==> config.mk <==
export PLATFORM = sky130hd
export DESIGN_NAME = dcil_top
export DESIGN_NICKNAME = d
export VERILOG_FILES = /design/src/dcil_diag_link.v /design/src/dcil_top.v
export VERILOG_INCLUDE_DIRS = /design/src
export SDC_FILE = /design/constraint.sdc
export NUM_CORES = 1
export LEC_CHECK = 0
export BUFFER_PORTS_ARGS = -buffer_cell sky130_fd_sc_hd__buf_2
export CAP_MARGIN = 5
export CORE_MARGIN = 2
export CORE_UTILIZATION = 62
export CTS_BUF_LIST = sky130_fd_sc_hd__clkbuf_4
export DETAILED_ROUTE_END_ITERATION = 10
export GPL_TIMING_DRIVEN = 0
export HOLD_SLACK_MARGIN = 0.03
export PLACE_DENSITY_LB_ADDON = 0.08
export SYNTH_ARGS = -nofsm -noshare
export SYNTH_HDL_FRONTEND = slang
export SYNTH_SLANG_ARGS = --single-unit
==> constraint.sdc <==
create_clock -name REF_CLK -period 3.4 [get_ports REF_CLK]
set_clock_uncertainty 0.1 [all_clocks]
set_input_delay 0 -clock REF_CLK [delete_from_list [all_inputs] [get_ports REF_CLK]]
set_output_delay 0 -clock REF_CLK [all_outputs]
set_load 0.02 [all_outputs]
==> src/dcil_consts.vh <==
// constants for the dual channel interlock logic
// assumes inclusion by both design files of the block
`ifndef DCIL_CONSTS_VH
`define DCIL_CONSTS_VH
`define DCIL_MAX_NODES      5'h10
`define DCIL_ADDR_W         4
`define DCIL_FRAME_W        16
`define DCIL_BIT_NS         8000
`define DCIL_CLK_NS         8
`define DCIL_BIT_CYCLES     16'h03e8
`define DCIL_CMD_STATUS     4'h1
`define DCIL_CMD_TEACH      4'h2
`define DCIL_CMD_SERIAL     4'h3
`define DCIL_CMD_ACTNAME    4'h4
`define DCIL_ST_IDLE        3'h0
`define DCIL_ST_START       3'h1
`define DCIL_ST_RX          3'h2
`define DCIL_ST_EXEC        3'h3
`define DCIL_ST_TX          3'h4
`define DCIL_PL_OK          2'h0
`define DCIL_PL_UNEQ        2'h1
`define DCIL_PL_LOCK        2'h2
`define DCIL_IND_OFF        2'h0
`define DCIL_IND_ON         2'h1
`define DCIL_IND_FLASH      2'h2
`endif

==> src/dcil_diag_link.v <==
// diagnostic chain link serial engine: receives frames on diag_in,
// answers on the status line; assumes diag_in already synchronised
`timescale 1ns/100ps
`include "dcil_consts.vh"
module dcil_diag_link #(
  parameter [3:0]  NODE_ADDR  = 4'h0,
  parameter [15:0] BIT_CYCLES = `DCIL_BIT_CYCLES
) (
  input  wire        clk,
  input  wire        rst_n,
  input  wire        enable,
  input  wire        rx,
  input  wire [15:0] status_word,
  input  wire [15:0] teach_left,
  input  wire [15:0] serial_no,
  input  wire [15:0] actuator_name,
  output reg         tx,
  output reg         tx_active,
  output reg         name_refresh
);
  // frame: 4 bit address, 4 bit command, 8 bit spare; answer 16 bits msb first
  reg [2:0]  st_r;
  reg [15:0] cnt_r;
  reg [4:0]  bit_r;
  reg [15:0] sh_r;

  // half a bit after the start edge, so every later sample sits mid-cell, away from the synchroniser's jitter
  localparam [15:0] HALF_BIT = BIT_CYCLES / 16'h0002;

  wire       tick = (cnt_r == BIT_CYCLES - 16'h0001);

  always @(posedge clk or negedge rst_n) begin
    if (!rst_n) begin
      st_r         <= `DCIL_ST_IDLE;
      cnt_r        <= 16'h0000;
      bit_r        <= 5'h00;
      sh_r         <= 16'h0000;
      tx           <= 1'b0;
      tx_active    <= 1'b0;
      name_refresh <= 1'b0;
    end else begin
      name_refresh <= 1'b0;
      cnt_r        <= tick ? 16'h0000 : cnt_r + 16'h0001;
      if (!enable) begin
        st_r      <= `DCIL_ST_IDLE;
        tx_active <= 1'b0;
        tx        <= 1'b0;
      end else begin
        case (st_r)
          `DCIL_ST_IDLE: begin
            cnt_r <= 16'h0000;
            if (rx) begin
              st_r  <= `DCIL_ST_START;
              cnt_r <= HALF_BIT;
            end
          end
          `DCIL_ST_START: begin
            if (tick) begin
              st_r  <= `DCIL_ST_RX;
              bit_r <= 5'h00;
            end
          end
          `DCIL_ST_RX: begin
            if (tick) begin
              sh_r  <= {sh_r[14:0], rx};
              bit_r <= bit_r + 5'h01;
              if (bit_r == 5'h0f) begin
                st_r <= `DCIL_ST_EXEC;
              end
            end
          end
          `DCIL_ST_EXEC: begin
            st_r  <= `DCIL_ST_IDLE;
            bit_r <= 5'h00;
            cnt_r <= 16'h0000;
            if (sh_r[15:12] == NODE_ADDR) begin
              st_r      <= `DCIL_ST_TX;
              tx_active <= 1'b1;
              case (sh_r[11:8])
                `DCIL_CMD_STATUS:  sh_r <= status_word;
                `DCIL_CMD_TEACH:   sh_r <= teach_left;
                `DCIL_CMD_SERIAL:  sh_r <= serial_no;
                `DCIL_CMD_ACTNAME: begin
                  sh_r         <= actuator_name;
                  name_refresh <= 1'b1;
                end
                default:           sh_r <= 16'h0000;
              endcase
            end
          end
          `DCIL_ST_TX: begin
            tx <= sh_r[15];
            if (tick) begin
              sh_r  <= {sh_r[14:0], 1'b0};
              bit_r <= bit_r + 5'h01;
              if (bit_r == 5'h10) begin
                st_r      <= `DCIL_ST_IDLE;
                tx_active <= 1'b0;
                tx        <= 1'b0;
              end
            end
          end
          default: st_r <= `DCIL_ST_IDLE;
        endcase
      end
    end
  end
endmodule // dcil_diag_link

==> src/dcil_top.v <==
// output and plausibility logic of a dual channel interlock sensor
// assumes actuator sense, ready and fault are same-clock levels from
// the detection front end; safety and diag pins are asynchronous
`timescale 1ns/100ps
`include "dcil_consts.vh"
module dcil_top #(
  parameter [3:0]  NODE_ADDR  = 4'h0,
  parameter [15:0] SERIAL_NO  = 16'h0001, // arbitrary value
  parameter [15:0] BIT_CYCLES = `DCIL_BIT_CYCLES
) (
  input  wire        REF_CLK,
  input  wire        RST_N,
  input  wire        SAFETY_IN_CH1,
  input  wire        SAFETY_IN_CH2,
  input  wire        ACTUATOR_PRESENT,
  input  wire        DEVICE_READY,
  input  wire        DEVICE_FAULT,
  input  wire        DIAG_MODULE_ATTACHED,
  input  wire        DIAG_IN,
  input  wire [15:0] TEACH_LEFT,
  input  wire [15:0] ACTUATOR_NAME,
  output reg         SAFE_OUT_CH1,
  output reg         SAFE_OUT_CH2,
  output reg         STATUS_DIAG_OUT,
  output reg  [1:0]  INPUT_LED,
  output reg         UNEQUAL_FLAG,
  output reg         PLAUS_ERROR,
  output wire        NAME_REFRESH
);
  // two stage synchronisers for the pin inputs
  reg [1:0] s1_r;
  reg [1:0] s2_r;
  reg [1:0] dm_r;
  reg [1:0] dg_r;

  always @(posedge REF_CLK or negedge RST_N) begin
    if (!RST_N) begin
      s1_r <= 2'h0;
      s2_r <= 2'h0;
      dm_r <= 2'h0;
      dg_r <= 2'h0;
    end else begin
      s1_r <= {s1_r[0], SAFETY_IN_CH1};
      s2_r <= {s2_r[0], SAFETY_IN_CH2};
      dm_r <= {dm_r[0], DIAG_MODULE_ATTACHED};
      dg_r <= {dg_r[0], DIAG_IN};
    end
  end

  wire in1 = s1_r[1];
  wire in2 = s2_r[1];
  wire link_en = dm_r[1];

  // previous values for edge detection
  reg in1_q_r;
  reg in2_q_r;
  always @(posedge REF_CLK or negedge RST_N) begin
    if (!RST_N) begin
      in1_q_r <= 1'b0;
      in2_q_r <= 1'b0;
    end else begin
      in1_q_r <= in1;
      in2_q_r <= in2;
    end
  end

  wire fall1 = in1_q_r & ~in1;
  wire fall2 = in2_q_r & ~in2;
  wire rise1 = ~in1_q_r & in1;
  wire rise2 = ~in2_q_r & in2;

  // plausibility monitor; lock holds both outputs off until both low
  reg [1:0] pl_r;
  reg [1:0] pl_nxt;
  reg       uneq_ch_r;
  reg       uneq_ch_nxt;

  always @* begin
    pl_nxt      = pl_r;
    uneq_ch_nxt = uneq_ch_r;
    case (pl_r)
      `DCIL_PL_OK: begin
        if (fall1 && in2 && !fall2) begin
          pl_nxt      = `DCIL_PL_UNEQ;
          uneq_ch_nxt = 1'b0;
        end else if (fall2 && in1 && !fall1) begin
          pl_nxt      = `DCIL_PL_UNEQ;
          uneq_ch_nxt = 1'b1;
        end
      end
      `DCIL_PL_UNEQ: begin
        if (!in1 && !in2) begin
          pl_nxt = `DCIL_PL_OK;
        end else if ((!uneq_ch_r && rise1 && in2) ||
                     (uneq_ch_r && rise2 && in1)) begin
          pl_nxt = `DCIL_PL_LOCK;
        end
      end
      `DCIL_PL_LOCK: begin
        if (!in1 && !in2) begin
          pl_nxt = `DCIL_PL_OK;
        end
      end
      default: pl_nxt = `DCIL_PL_OK;
    endcase
  end

  always @(posedge REF_CLK or negedge RST_N) begin
    if (!RST_N) begin
      pl_r      <= `DCIL_PL_OK;
      uneq_ch_r <= 1'b0;
    end else begin
      pl_r      <= pl_nxt;
      uneq_ch_r <= uneq_ch_nxt;
    end
  end

  // outputs; the link reaches only STATUS_DIAG_OUT here, so it cannot alter the safe outputs
  wire run_ok = DEVICE_READY & ~DEVICE_FAULT;
  // next state, so the offending rise never reaches the outputs
  wire locked = (pl_nxt == `DCIL_PL_LOCK);

  wire        link_tx;
  wire        link_act;
  wire [15:0] status_word = {8'h00, NODE_ADDR, pl_r, SAFE_OUT_CH2, SAFE_OUT_CH1};

  always @(posedge REF_CLK or negedge RST_N) begin
    if (!RST_N) begin
      SAFE_OUT_CH1    <= 1'b0;
      SAFE_OUT_CH2    <= 1'b0;
      STATUS_DIAG_OUT <= 1'b0;
      INPUT_LED       <= `DCIL_IND_OFF;
      UNEQUAL_FLAG    <= 1'b0;
      PLAUS_ERROR     <= 1'b0;
    end else begin
      if (run_ok && ACTUATOR_PRESENT && !locked) begin
        SAFE_OUT_CH1 <= in1;
        SAFE_OUT_CH2 <= in2;
      end else begin
        SAFE_OUT_CH1 <= 1'b0;
        SAFE_OUT_CH2 <= 1'b0;
      end
      if (!ACTUATOR_PRESENT) begin
        STATUS_DIAG_OUT <= 1'b0;
      end else if (link_en && link_act) begin
        STATUS_DIAG_OUT <= link_tx;
      end else begin
        STATUS_DIAG_OUT <= 1'b1;
      end
      UNEQUAL_FLAG <= (pl_nxt == `DCIL_PL_UNEQ);
      PLAUS_ERROR  <= (pl_nxt == `DCIL_PL_LOCK);
      if (pl_nxt != `DCIL_PL_OK) begin
        INPUT_LED <= `DCIL_IND_FLASH;
      end else if (in1 || in2) begin
        INPUT_LED <= `DCIL_IND_ON;
      end else begin
        INPUT_LED <= `DCIL_IND_OFF;
      end
    end
  end

  // link restarts from idle on every reset, i.e. each power-up
  dcil_diag_link #(
    .NODE_ADDR  (NODE_ADDR),
    .BIT_CYCLES (BIT_CYCLES)
  ) u_link (
    .clk           (REF_CLK),
    .rst_n         (RST_N),
    .enable        (link_en),
    .rx            (dg_r[1]),
    .status_word   (status_word),
    .teach_left    (TEACH_LEFT),
    .serial_no     (SERIAL_NO),
    .actuator_name (ACTUATOR_NAME),
    .tx            (link_tx),
    .tx_active     (link_act),
    .name_refresh  (NAME_REFRESH)
  );
endmodule // dcil_top

Yosys cells after proc, flatten, opt, wreduce, memory -nomap -nowiden:

Cells that the tools add are included.
Widths: inputs -> output; s select.

* bits in registers: 63
* output and inout port bits: 8
* word-level logic and storage cells: 143

* add/subtract/negate cells: 2
* equal/unequal tests: 29
* muxes and demuxes: 48
* bitwise logic cells: 10
* reduce and logical (&&, ||, !) cells: 33

Operator list (count)
* $mux 16: 5
* $pmux 16 s4: 1
* $pmux 16 s3: 1
* $pmux 16 s2: 1
* $mux 3: 8
* $mux 1: 19
* $ne 3x2->1 const B: 6
* $add 16x1->16 const B: 1
* $eq 16x10->1 const B: 1
* $pmux 3 s5: 1
* $pmux 5 s3: 1
* $logic_and 1x1->1: 12
* $mux 2: 6
* $ne 2x1->1 const B: 6
* $mux 5: 2
* $mux 9: 1
* $eq 4x2->1 const B: 2
* $reduce_and 4->1: 2
* $eq 3x2->1 const B: 2
* $logic_not 1->1: 6
* $pmux 2 s3: 1
* $reduce_and 6->1: 1
* $reduce_bool 3->1: 2
* $add 5x1->5 const B: 1
* 21 further kinds: 33

Longest topological paths before layout:

* depth after elaboration: 12
* gate-level depth with buffers: 7
* mapped depth without buffers: 5

By module:

From an unflattened synthesis, not the netlist that was laid out.

* cells, all modules: 398
* area, all modules: 3796.1 um^2

By module, submodules not included
* dcil_diag_link: times used 1, cells each 339, area an instance 3056.7 um^2, seq. area each 1076.0 um^2
* dcil_top: times used 1, cells each 59, area an instance 739.5 um^2, seq. area each 500.5 um^2

Worst setup path after synthesis:

No wires, ideal clock.

* path type: reg-to-reg
* start point: reg u_link.cnt_r[0]
* end point: reg u_link.sh_r[10]
* library setup time: 125 ps
* data arrival time: 1908 ps
* slack: 1267 ps
* cell stages (with the launch flop): 8
* cells stage by stage: dfrtp_1 -> ha_1 -> and4bb_2 -> and4_1 -> buf_2 -> o211ai_4 -> buf_6 -> mux2_4

* word-level cells in the longest chain between the ends: 3

Ends and longest elaborated chain
* start: declaration: RTL line dcil_diag_link.v:23 `reg [15:0] cnt_r;`
* start signal: assignment: RTL line dcil_diag_link.v:43 `cnt_r <= tick ? 16'h0000 : cnt_r + 16'h0001;`
* $eq 16x10->1 *: RTL line dcil_diag_link.v:30 `wire tick = (cnt_r == BIT_CYCLES - 16'h0001);`
* $ne 2x1->1 (no line)
* $reduce_and 5->1 (no line) *
* end signal: assignment: RTL line dcil_diag_link.v:65 `sh_r <= {sh_r[14:0], rx};`
* end signal: assignment: RTL line dcil_diag_link.v:80 `` `DCIL_CMD_STATUS: sh_r <= status_word; ``
* end signal: assignment: RTL line dcil_diag_link.v:81 `` `DCIL_CMD_TEACH: sh_r <= teach_left; ``
* end: declaration: RTL line dcil_diag_link.v:25 `reg [15:0] sh_r;`

Mark *: on every way between the ends. The rest lies on a longest branch, timed or not.
A chain may end at the register's enable or synchronous reset.

Final worst setup path:

* start point: reg u_link.sh_r[10]
* end point: reg u_link.sh_r[8]

* word-level cells in the longest chain between the ends: 4

Ends and longest elaborated chain
* $eq 4x3->1 (tied with other cells): RTL line dcil_diag_link.v:79 `case (sh_r[11:8])`
* $pmux 16 s4 *: RTL line dcil_diag_link.v:79
* $mux 16 *: RTL line dcil_diag_link.v:76 `if (sh_r[15:12] == NODE_ADDR) begin`
* $pmux 16 s3 *: RTL line dcil_diag_link.v:49 `case (st_r)`

Mark *: on every way between the ends. The rest lies on a longest branch, timed or not. The select of a mux whose other input is x is not followed.

==> reports/qor.csv <==
metric,value,unit
status,"finished, final reports clean",
power.density,396,mW/mm2
grt_overflow,0,
cp_num_buf_inv,2,
viasPerCell,5.72,
cp_slowest_cell,dlygate4sd3_1,
finalMaxSlewViolations,0,
holdBufCountCts,32,
port_buffers,48,
max_stage_delay,0.59,ns
grt_pass1_vias,2663,
hold_viol,0,
finalCriticalPeriod,2.46,ns
rsz0062_at_grt,no,
dpl.cell_count,444,
total_leakage_power,1.84,nW
synth_flop_cell,dfrtp_1,
drc,0,
row_count,26,
final_nets,462,
drv_cap,0,
drtIter0Drc,206,
routed_wl,7.36,mm
synth_top_cell_by_area,dfrtp_1,
cts_tree,built,
cp-end-kind,flop,
postCtsSetupBuffers,0,
setup_viol,0,
fillCellCount,336,
critPathMaxFanout,10,
root_buffer,clkbuf_4,
syn-num-nets,370,
slew_headroom,54.1,%
timing.fmax,407,MHz
syn_area,0.00328,mm2
synth_cell_type_count,53,
insertion_delay,0.40,ns
dpl.hpwl,4.84,mm
antenna_found_initial,0,
crit_chain,"nor2b_1, clkbuf_1, a22oi_1, dlygate4sd3_1, o21ai_0, mux2_4",
hold_class,input port to asynchronous set/reset pin,
postRouteAntennaNets,0,
clockBufferDepth,2,
core,0.00511,mm2
critical_path_class,flop to flop,
first_pass_iters,5,
die_height,76.7,um
die_area,0.00589,mm2
stdcell_count,492,
synth_area_leaders,"dfrtp_1, o21ai_0, nand2_1, mux2_4, nor2_1",
initial_core_util,64.2,%
ctsHtreeMaxLevel,3,
dieWidth,76.7,um
yosysMostFrequentCell,dfrtp_1,
cp-start-kind,flop,
grt_pass1_wl,12.4,mm
worst-slew-pin-transition,0.689,ns
wl_per_cell,15.0,um
path_delay_family,buffers and inverters,
synth_edf_count,0,
layout-drive-gt1-share,22.3,%
syn_area_per_cell,10.1,um2
cts-buffers-inserted,9,
ys_ff_latch,63,
num_io_pins,49,
cts_resized,0,
grt_usage,26.6,%
clkSinkCount,63,
ys_seq_area_share,48.1,%
grt_max_degree,34,
period_share,72.3,%
place_congestion,0.812,
vias,2813,
async_flop_share,100,%
yosys_warnings,0,
synth_top_area_share,48.1,%
cp.arrival,2.70,ns
clk_pin_slew,0.12,ns
peakVddDrop,0.542,mV
n_antenna_cell,0,
synth_cells,325,
synth_commonest_cells,"dfrtp_1, nand2_1, o21ai_0",
fin_tns_setup,0,ns
area_growth,25.4,%
required,3.64,ns
-- worst paths after layout --
kind                                    endpoint  cells after the start       startpoint  slack [ns]
worst max-delay path              u_link.sh_r[8]                      6  u_link.sh_r[10]        0.94
worst min-delay path            u_link.cnt_r[11]                      2            RST_N        0.06
worst max register to register    u_link.sh_r[8]                      6  u_link.sh_r[10]        0.94
worst min register to register           s2_r[1]                      0          s2_r[0]        0.26
max in group asynchronous        u_link.bit_r[1]                      3            RST_N        2.52
min in group REF_CLK              u_link.sh_r[0]                      5    TEACH_LEFT[0]        0.06
-- power by group --
part | switching [mW] | internal (mW) | total (mW)
Clock | 0.282 | 0.299 | 0.581
Combinational | 0.110 | 0.105 | 0.214
Sequential | 0.0393 | 0.794 | 0.833
-- state kept, by name, summed over array words and instances (netlist names) --
name                 count
pl_r                     2
u_link.tx_active         1
u_link.bit_r             5
in2_q_r                  1
s2_r                     2
s1_r                     2
u_link.name_refresh      1
STATUS_DIAG_OUT          1
PLAUS_ERROR              1
u_link.sh_r             16
UNEQUAL_FLAG             1
u_link.tx                1
in1_q_r                  1
dg_r                     2
SAFE_OUT_CH1             1
SAFE_OUT_CH2             1
u_link.cnt_r            16
dm_r                     2
INPUT_LED                2
uneq_ch_r                1
u_link.st_r              3
-- placed cells by master (no fill, tap or decap), types with 4 or more instances in the layout --
cell	instances
nor2b_1	6
xnor2_1	8
mux2_2	7
ha_1	4
nand4_1	8
a31oi_1	4
inv_1	12
o21ai_0	31
dlygate4sd3_1	32
nand2_1	31
xor2_1	7
or3_1	5
mux2_4	7
buf_2	53
a22oi_1	10
and3b_1	6
a21oi_1	9
nor3_1	6
nor4b_1	5
dfrtp_1	63
clkbuf_1	10
nand3_1	9
nor2_1	22
clkbuf_4	9
-- worst reg2reg max path, stage by stage, from the launching register on --
cell	delay [ns]
dfrtp_1	0.39
nor2b_1	0.35
clkbuf_1	0.42
a22oi_1	0.18
dlygate4sd3_1	0.59
o21ai_0	0.19
mux2_4	0.18
-- per-layer routing --
metal	share of wire (%)	wire length, um	GRT usage (%)
met1	45	3290	36.0
met2	49	3570	42.6
met3	5.7	421	6.12
met4	1.0	75	9.27
met5	0	0	0
-- kinds of logic after synthesis --
family / count (synthesis) / synth area share (%)
flip-flops: 63 / 48.1
AO/OA/AOI/OAI: 76 / 15.6
AND/OR/NAND/NOR: 122 / 20.5
XOR/XNOR: 15 / 4.01
multiplexers: 17 / 6.56
buffers and inverters: 28 / 3.63
adder cells (fa/ha/maj): 4 / 1.53
-- cell type report --
cell class              count  area (um2)  area share (%)
plain buffers              16        73.8            1.80
clock buffers               9        67.6            1.64
clock inverters             7        97.6            2.37
inverters                  12        45.0            1.10
multi-input cells         234        1580            38.5
flip-flops and latches     63        1580            38.3
well taps                  70        87.6            2.13
repair buffers             81         581            14.1
-- per-stage QoR --
stage	setup WS (ns)	util [%]	instance area, um2	hold WS (ns)	total power, mW
2_1_floorplan	1.27	-	3280	-0.396	0.955
3_3_place_gp	1.07	70.6	3610	0.00769	1.02
3_5_place_dp	1.08	71.0	3630	-0.0238	1.03
4_1_cts	1.03	80.5	4110	0.0499	1.64
5_1_grt	0.740	80.5	4110	0.0910	1.70
6_report	0.941	80.5	4110	0.0571	1.63
(Power assumes the default switching activity.)
